===== src/rtl/sisr_defines.vh =====
// Purpose : constants for the socket identification and status registers
// Assumes : byte-wide register port, offsets relative to the socket base
// Notes   : included by every design file of the block
`ifndef SISR_DEFINES_VH
`define SISR_DEFINES_VH

// ----------------------------------------------------------------------
// register offsets
// ----------------------------------------------------------------------
`define SISR_ADDR_W          12
`define SISR_IDENT_OFS       12'h800
`define SISR_STATUS_OFS      12'h801

// ----------------------------------------------------------------------
// identification register fields
// ----------------------------------------------------------------------
`define SISR_KIND_HI         7
`define SISR_KIND_LO         6
`define SISR_SPARE_HI        5
`define SISR_SPARE_LO        4
`define SISR_REV_HI          3
`define SISR_REV_LO          0
`define SISR_INTERFACE_KIND  2'h2
`define SISR_SPARE_RST       2'h0
`define SISR_LEGACY_REV      4'h2

// ----------------------------------------------------------------------
// interface status register fields
// ----------------------------------------------------------------------
`define SISR_ST_RSVD         7
`define SISR_ST_POWER        6
`define SISR_ST_READY        5
`define SISR_ST_WP           4
`define SISR_ST_CD_B         3
`define SISR_ST_CD_A         2
`define SISR_ST_LOW_HI       1
`define SISR_ST_LOW_LO       0

// ----------------------------------------------------------------------
// power control mirror fields
// ----------------------------------------------------------------------
`define SISR_PWR_LEG_EN      4
`define SISR_PWR_VCC_HI      4
`define SISR_PWR_VCC_LO      3
`define SISR_PWR_VCC_OFF     2'h0

`endif


===== src/rtl/sisr_status_capture.v =====
// Purpose : samples the card pins and forms the live status bits
// Assumes : card pins are synchronous to i_core_clk
// Notes   : low two bits are chosen by the card type input
`timescale 1ns/100ps
`include "sisr_defines.vh"

module sisr_status_capture (
   input  wire       i_core_clk,
   input  wire       i_rst_n,
   input  wire       i_card_is_io,
   input  wire       i_card_ready_pin,
   input  wire       i_card_write_protect_pin,
   input  wire       i_card_detect_a_pin_n,
   input  wire       i_card_detect_b_pin_n,
   input  wire       i_battery_detect_a_pin,
   input  wire       i_battery_detect_b_pin,
   input  wire       i_card_speaker_pin,
   input  wire       i_card_status_change_pin,
   output reg  [5:0] o_live_status,
   output reg        o_live_changed
);

   reg  [5:0] live_d;
   reg  [1:0] low_d;

   // -------------------------------------------------------------------
   // pin mapping
   // -------------------------------------------------------------------
   always @* begin
      if (i_card_is_io) begin
         low_d = {i_card_speaker_pin, i_card_status_change_pin};
      end else begin
         low_d = {i_battery_detect_b_pin, i_battery_detect_a_pin};
      end
      live_d = {i_card_ready_pin,
                i_card_write_protect_pin,
                ~i_card_detect_b_pin_n,
                ~i_card_detect_a_pin_n,
                low_d};
   end

   // -------------------------------------------------------------------
   // sample register
   // -------------------------------------------------------------------
   // pins keep being sampled during reset: these bits have no fixed
   // reset value, only the change pulse is held quiet
   always @(posedge i_core_clk) begin
      o_live_status <= live_d;
      if (!i_rst_n) begin
         o_live_changed <= 1'b0;
      end else begin
         o_live_changed <= (live_d != o_live_status);
      end
   end

endmodule


===== src/rtl/sisr_regs.v =====
// Purpose : socket identification/revision and interface status registers
// Assumes : i_rst_n is the global reset; byte port at the printed offsets
// Notes   : read data is returned one cycle after the read strobe
// Contract
// - identification bits 7:6 are read-only and always read binary 10.
// - identification bits 5:4 are plain read/write spare storage.
// - identification bits 3:0 hold a writable revision, loaded on reset.
// - writing 0010 to the revision field selects the legacy register mode.
// - while the write lock is set the identification register ignores writes.
// - identification fields return to reset values only by the global reset.
// - status register is read-only; bit 7 reads zero, writes do nothing.
// - status bit 6 shows socket power on, derived from power programming.
// - status bit 5 follows the card ready pin.
// - status bit 4 follows the card write-protect pin.
// - status bit 3 is the inverted second card-detect pin.
// - status bit 2 is the inverted first card-detect pin.
// - memory card: bit 0 mirrors battery line 1, bit 1 battery line 2.
// - I/O card: bit 1 mirrors speaker, bit 0 mirrors status change.
// - after reset the top two status bits read zero, others live.
`timescale 1ns/100ps
`include "sisr_defines.vh"

module sisr_regs #(
   parameter [3:0] REV_RESET = 4'h1  // arbitrary neutral revision value
) (
   input  wire                    i_core_clk,
   input  wire                    i_rst_n,
   input  wire [`SISR_ADDR_W-1:0] i_reg_addr,
   input  wire                    i_reg_wr,
   input  wire                    i_reg_rd,
   input  wire [7:0]              i_reg_wdata,
   output reg  [7:0]              o_reg_rdata,
   output reg                     o_reg_rvalid,
   input  wire                    i_subsystem_write_lock,
   input  wire [7:0]              i_power_ctrl,
   input  wire                    i_card_is_io,
   input  wire                    i_card_ready_pin,
   input  wire                    i_card_write_protect_pin,
   input  wire                    i_card_detect_a_pin_n,
   input  wire                    i_card_detect_b_pin_n,
   input  wire                    i_battery_detect_a_pin,
   input  wire                    i_battery_detect_b_pin,
   input  wire                    i_card_speaker_pin,
   input  wire                    i_card_status_change_pin,
   output wire                    o_legacy_mode,
   output reg                     o_socket_power_on,
   output wire                    o_card_fully_seated,
   output wire                    o_status_changed
);

   // -------------------------------------------------------------------
   // decode helpers
   // -------------------------------------------------------------------
   function hit;
      input [`SISR_ADDR_W-1:0] addr;
      input [`SISR_ADDR_W-1:0] ofs;
      begin
         hit = (addr == ofs);
      end
   endfunction

   reg  [1:0] spare_q;
   reg  [1:0] spare_d;
   reg  [3:0] compat_revision_q;
   reg  [3:0] compat_revision_d;
   reg        power_on_d;
   reg  [7:0] rdata_d;
   wire [5:0] live_status;
   wire [7:0] ident_value;
   wire [7:0] status_value;
   wire       ident_wr;

   // -------------------------------------------------------------------
   // identification and revision register
   // -------------------------------------------------------------------
   assign ident_wr = i_reg_wr & hit(i_reg_addr, `SISR_IDENT_OFS)
                     & ~i_subsystem_write_lock;

   always @* begin
      spare_d           = spare_q;
      compat_revision_d = compat_revision_q;
      if (ident_wr) begin
         spare_d = i_reg_wdata[`SISR_SPARE_HI:`SISR_SPARE_LO];
         compat_revision_d = i_reg_wdata[`SISR_REV_HI:`SISR_REV_LO];
      end
   end

   // only the global reset reaches these fields; socket-level resets
   // elsewhere must not disturb what legacy software wrote here
   always @(posedge i_core_clk) begin
      if (!i_rst_n) begin
         spare_q           <= `SISR_SPARE_RST;
         compat_revision_q <= REV_RESET;
      end else begin
         spare_q           <= spare_d;
         compat_revision_q <= compat_revision_d;
      end
   end

   assign o_legacy_mode = (compat_revision_q == `SISR_LEGACY_REV);

   assign ident_value = {`SISR_INTERFACE_KIND,
                         spare_q,
                         compat_revision_q};

   // -------------------------------------------------------------------
   // socket power indication
   // -------------------------------------------------------------------
   // legacy mode uses a single power enable bit, the newer layout a
   // two-bit supply voltage field where zero means off
   always @* begin
      if (o_legacy_mode) begin
         power_on_d = i_power_ctrl[`SISR_PWR_LEG_EN];
      end else begin
         power_on_d = (i_power_ctrl[`SISR_PWR_VCC_HI:`SISR_PWR_VCC_LO]
                       != `SISR_PWR_VCC_OFF);
      end
   end

   always @(posedge i_core_clk) begin
      if (!i_rst_n) begin
         o_socket_power_on <= 1'b0;
      end else begin
         o_socket_power_on <= power_on_d;
      end
   end

   // -------------------------------------------------------------------
   // interface status register
   // -------------------------------------------------------------------
   sisr_status_capture u_capture (
      .i_core_clk               (i_core_clk),
      .i_rst_n                  (i_rst_n),
      .i_card_is_io             (i_card_is_io),
      .i_card_ready_pin         (i_card_ready_pin),
      .i_card_write_protect_pin (i_card_write_protect_pin),
      .i_card_detect_a_pin_n    (i_card_detect_a_pin_n),
      .i_card_detect_b_pin_n    (i_card_detect_b_pin_n),
      .i_battery_detect_a_pin   (i_battery_detect_a_pin),
      .i_battery_detect_b_pin   (i_battery_detect_b_pin),
      .i_card_speaker_pin       (i_card_speaker_pin),
      .i_card_status_change_pin (i_card_status_change_pin),
      .o_live_status            (live_status),
      .o_live_changed           (o_status_changed)
   );

   // no write path exists for this register
   assign status_value = {1'b0, o_socket_power_on, live_status};

   // live_status carries status bits 5:0 at their own positions
   assign o_card_fully_seated = live_status[`SISR_ST_CD_B]
                                & live_status[`SISR_ST_CD_A];

   // -------------------------------------------------------------------
   // read path
   // -------------------------------------------------------------------
   always @* begin
      if (hit(i_reg_addr, `SISR_IDENT_OFS)) begin
         rdata_d = ident_value;
      end else if (hit(i_reg_addr, `SISR_STATUS_OFS)) begin
         rdata_d = status_value;
      end else begin
         rdata_d = 8'h00;
      end
   end

   always @(posedge i_core_clk) begin
      if (!i_rst_n) begin
         o_reg_rdata  <= 8'h00;
         o_reg_rvalid <= 1'b0;
      end else begin
         o_reg_rvalid <= i_reg_rd;
         if (i_reg_rd) begin
            o_reg_rdata <= rdata_d;
         end
      end
   end

endmodule


===== config.mk =====
export PLATFORM = sky130hd
export DESIGN_NAME = sisr_regs
export DESIGN_NICKNAME = d
export VERILOG_FILES = /design/src/rtl/sisr_status_capture.v /design/src/rtl/sisr_regs.v
export VERILOG_INCLUDE_DIRS = /design/src /design/src/rtl
export SDC_FILE = /design/constraint.sdc
export NUM_CORES = 1
export LEC_CHECK = 0
export ABC_AREA = 1
export BUFFER_PORTS_ARGS = -buffer_cell sky130_fd_sc_hd__buf_2
export CAP_MARGIN = 20
export CORE_MARGIN = 1.5
export CORE_UTILIZATION = 45
export CTS_CLUSTER_DIAMETER = 80
export DETAILED_ROUTE_END_ITERATION = 10
export MAX_ROUTING_LAYER = met4
export PLACE_DENSITY = 0.9
export SLEW_MARGIN = 20
export SYNTH_ARGS = -nofsm -noshare
export SYNTH_HDL_FRONTEND = slang
export SYNTH_SLANG_ARGS = --single-unit

===== constraint.sdc =====
create_clock -name i_core_clk -period 2.03 [get_ports i_core_clk]
set_input_delay 0.1015 -clock i_core_clk [delete_from_list [all_inputs] [get_ports i_core_clk]]
set_output_delay 0.1015 -clock i_core_clk [all_outputs]
set_load 0.02 [all_outputs]

Yosys cells after proc, flatten, opt, wreduce, memory -nomap -nowiden
Cells that the tools add are included.
{ "totals": {"ff_bits": 23, "input_bits": 42, "wordCells": 22} }
{ "classes": {"n_eq_ne": 4, "mux": 4, "bitwise": 6, "n_reduce_logical": 1} }
{ "ops": {"columns": ["operator", "n"], "rows": [
  ["== test 12 bit, second input constant", 2],
  ["two-way mux 8 bit", 1],
  ["two-way mux 7 bit", 1],
  ["!= test 6 bit", 1],
  ["== test 4 x 2 -> 1 bit, second input constant", 1],
  ["AND 1 bit", 3],
  ["inverter 1 bit", 3],
  ["two-way mux 2 bit", 1],
  ["nonzero test 2 bit", 1],
  ["two-way mux 1 bit", 1]
]} }

Logic depth before layout (Yosys ltp)
{ "logic_depth": {"word_depth": 3, "depth_mapped": 9, "mapped_depth_nobuf": 8} }

Cells and area by module
From an unflattened synthesis, not the netlist that was laid out.
{ "unflattened": {"hier_cells": 171, "hier_area_um2": 1109.8} }
{ "modules_own_cells": {"columns": ["module", "instances", "cells_each", "area_per_inst_um2", "seq_area_each_um2"], "rows": [
  ["sisr_regs", 1, 122, 798.3, 320.3],
  ["sisr_status_capture", 1, 49, 311.5, 140.1]
]} }

Least setup slack after synthesis
OpenSTA, ideal clock, no wires.
{ "synth_path": {"kind": "input -> register", "from": "input i_reg_addr[7]", "to": "register o_reg_rdata[7]", "setup_time_ns": 0.066, "arrival_time_ns": 0.783, "path_slack_ns": 1.181, "stages": 7, "cell_sequence": "nor2_1 nand2_1 nor2_2 buf_6 and2_4 nand2_2 a21oi_2"} }
{ "synth_via": {"elab_chain_len": 2} }
{ "synth_lines": {"columns": ["element", "line_no", "rtl"], "rows": [
  ["from (decl)", "sisr_regs.v:28", "input wire [`SISR_ADDR_W-1:0] i_reg_addr,"],
  ["== test 12 bit", "sisr_regs.v:58", "hit = (addr == ofs);"],
  ["two-way mux 8 bit", "sisr_regs.v:158", "if (hit(i_reg_addr, `SISR_IDENT_OFS)) begin"],
  ["to (signal assigned)", "sisr_regs.v:174", "o_reg_rdata <= rdata_d;"],
  ["to (decl)", "sisr_regs.v:32", "output reg [7:0] o_reg_rdata,"]
]} }
Every way passes these cells.
A chain may end at the register's enable or synchronous reset.

Worst setup path in the final report
{ "layout_path": {"from": "register compat_revision_q[0]", "to": "output o_legacy_mode"} }
{ "layout_via": {"elab_chain_len": 1} }
{ "layout_lines": {"columns": ["element", "line_no", "rtl"], "rows": [
  ["from (decl)", "sisr_regs.v:64", "reg [3:0] compat_revision_q;"],
  ["from (signal assigned)", "sisr_regs.v:96", "compat_revision_q <= compat_revision_d;"],
  ["== test 4 x 2 -> 1 bit (no line)", null, null],
  ["to (decl)", "sisr_regs.v:45", "output wire o_legacy_mode,"]
]} }
Every way passes these cells.

==> results.py <==
metrics = {
    "status": {
        "status": "complete, but fails checks",
        "violations": "hold timing",
    },
    "logic_synthesis": {
        "ys_seq_area_share_pct": 42.20,
        "syn_area_per_cell_um2": 6.949,
        "synth_cell_types": 19,
        "yosys-top-cells-area": "dfxtp_1 (42%), nand2_1 (17%), nor2_1 (8.6%)",
        "synth_area_mm2": 0.001091,
        "synth-seq-cells": 23,
        "synth_cells": 157,
        "netlist.area_leader.share_pct": 42.20,
        "yosys.area.top_type": "dfxtp_1",
        "yosys_warnings": 0,
        "syn_nets": 199,
    },
    "floorplanning": {
        "die_height_um": 52.24,
        "die_area_mm2": 0.002729,
        "start_util_pct": 48.39,
        "io_pins": 55,
        "die_w_um": 52.24,
        "core_area_mm2": 0.002255,
        "row_count": 17,
    },
    "route": {
        "met1_length_um": 1045,
        "route.met3.wl_um": 181,
        "wl_met2_um": 977,
        "top_layer_used": "met4",
        "drt_iter0_drc": 13,
        "postRouteAntennaNets": 0,
        "avgRoutedWirePerCell_um": 9.506,
        "drc_errors": 0,
        "wl_um": 2234,
        "dr.pass1.iters": 4,
        "vias_per_cell": 4.511,
        "vias": 1060,
    },
    "power": {
        "switching_share_pct": 25.20,
        "peakVddDrop_v": 0.0004665,
        "comb_power_share_pct": 13.2,
        "p_per_area_mw_per_mm2": 569.7,
        "p_switching_uw": 197.6,
        "clock_power_share_pct": 26.7,
        "p_leak_uw": 0.0007894,
        "cell_internal_pwr_uw": 586.5,
        "seqPwrFrac_pct": 60.1,
        "power.total_uw": 784.1,
    },
    "place": {
        "placed_area_mm2": 0.001309,
        "dp_hpwl_um": 1633,
        "gp_congestion": 0.7773,
        "io_buffers": 46,
    },
    "setup_path": {
        "setup.worst_path.start_class": "flip-flop",
        "cp.required_ns": 1.93,
        "critPathKind": "reg2out",
        "cp_max_fo": 3,
        "crit_path_max_incr_delay_ns": 0.35,
        "path_cells": "nor2_1 -> nand3_1 -> inv_1 -> buf_2",
        "cpMaxStageDelayCell": "dfxtp_1",
        "critPathArrivalTime_ns": 1.08,
        "worstSetupEndpointType": "output port",
    },
    "cells_and_area": {
        "final_cell_area_mm2": 0.001376,
        "nets": 250,
        "antenna_cells": 0,
        "drive_gt1_share_pct": 29.95,
        "final_cell_mix": "nand2_1 (50), buf_2 (46), nor2_1 (25)",
        "area_growth_pct": 26.15,
        "multiInputGateArea_um2": 504.2,
        "final_common_cell": "nand2_1",
        "fill_cells": 225,
        "final_util_pct": 61.04,
        "seq_area_um2": 460.4,
    },
    "grt": {
        "grt_pass1_wl_um": 3601,
        "antenna_found_initial": 0,
        "grt_max_degree": 14,
        "grt_usage_pct": 18.19,
        "grt-ovfl-total": 0,
        "grt_pass1_vias": 883,
    },
    "sta": {
        "fmax_ghz": 0.8463,
        "period_share_pct": 58.21,
        "rsz0062_at_grt": "no",
        "maxSlewViolCount": 0,
        "fin_tns_setup_ns": 0,
        "hold_viol_final": 1,
        "hold-worst-slack_ns": -0.0006473,
        "setup_violations": 0,
        "clock_skew_ns": 0.004410,
        "period_minus_slack_ns": 1.182,
        "tightest_slew_ns": 0.4126,
        "slew_headroom_pct": 72.47,
    },
    "clocking": {
        "cts_buffers": 3,
        "worstSkewPairLatency_ns": 0.31,
        "clockRootBuffer": "clkbuf_4",
        "clockBufferDepth": 2,
        "cts.sinks": 23,
        "clkTransAtPathRegs_ns": 0.12,
        "cts_tree": "yes",
        "htreeDepth": 1,
    },
    "flow_run": {
        "cap_violations": 0,
    },
    "hold_path": {
        "hp-class": "in2reg",
    },
}
[worst paths after layout]
kind	from	endpoint	slack (ns)	depth (start not counted)
min	i_power_ctrl[4]	o_socket_power_on	-0.0006	3
max	compat_revision_q[0]	o_legacy_mode	0.85	4
max reg2reg	u_capture.o_live_status[2]	u_capture.o_live_changed	1.07	5
min reg2reg	o_reg_rdata[6]	o_reg_rdata[6]	0.47	2
[timing repair]
item                      in CTS  in global routing
hold buffers                   4                  0
hold endpoints to repair       4                  0
gates resized for setup        0                  0
buffers inserted               0                  0
[per-stage QoR]
step / worst slack (ns) / std cells
finish: 0.8484 / 235
floorplan: 1.181 / 157
global placement: 0.7020 / 227
global route: 0.7189 / 235
CTS: 0.8612 / 235
detailed placement: 0.6688 / 227
[power groups by stage]
stage               Sequential, uW  Clock [uW]  Combinational [uW]
finish                         471         209                 104
global route                   473         242                 117
CTS                            471         210                 104
detailed placement             481           0                97.6
floorplan                      486           0                50.3
global placement               481           0                95.9
[layer usage]
metal / GRT usage [%] / up-vias
li1: - / 579
met1: 22.58 / 434
met2: 29.54 / 42
met3: 3.714 / 5
met4: 6.410 / 0
met5: - / -
[cell type report]
type / instances / area share (%)
Clock buffer: 3 / 1.636
Clock inverter: 1 / 0.3636
Inverter: 21 / 5.727
Multi-Input combinational cell: 109 / 36.64
Sequential cell: 23 / 33.45
Tap cell: 28 / 2.545
Timing Repair Buffer: 50 / 19.64
[flip-flops by register name, summed over array words and instances (netlist names)]
name	cells
o_reg_rdata	8
u_capture.o_live_status	6
compat_revision_q	4
spare_q	2
o_reg_rvalid	1
o_socket_power_on	1
u_capture.o_live_changed	1
[worst max-delay path: cells and delay by family, from the launching register on]
kind | cells | cell delay, ns
AND/OR/NAND/NOR | 2 | 0.20
buffers and inverters | 2 | 0.21
flip-flops | 1 | 0.35
[synth_stat cells]
library cell / n
nand3_2: 1
inv_2: 2
nand3_1: 12
buf_6: 3
xnor2_1: 3
nand2_1: 50
nand2_4: 1
a21oi_1: 2
a21oi_2: 1
o21ai_0: 1
nand2_2: 2
nand4_1: 6
and2_4: 2
clkbuf_8: 1
nor2_1: 25
nor2_2: 2
nor2_4: 1
dfxtp_1: 23
inv_1: 19
[cell families after synthesis]
logic type	share of synthesized area [%]
DFF	42.20
AOI/OAI and AO/OA	2.179
buffers and inverters	11.58
and+or+nand+nor	41.63
xor gates and xnor gates	2.409
(Power assumes the default switching activity.)
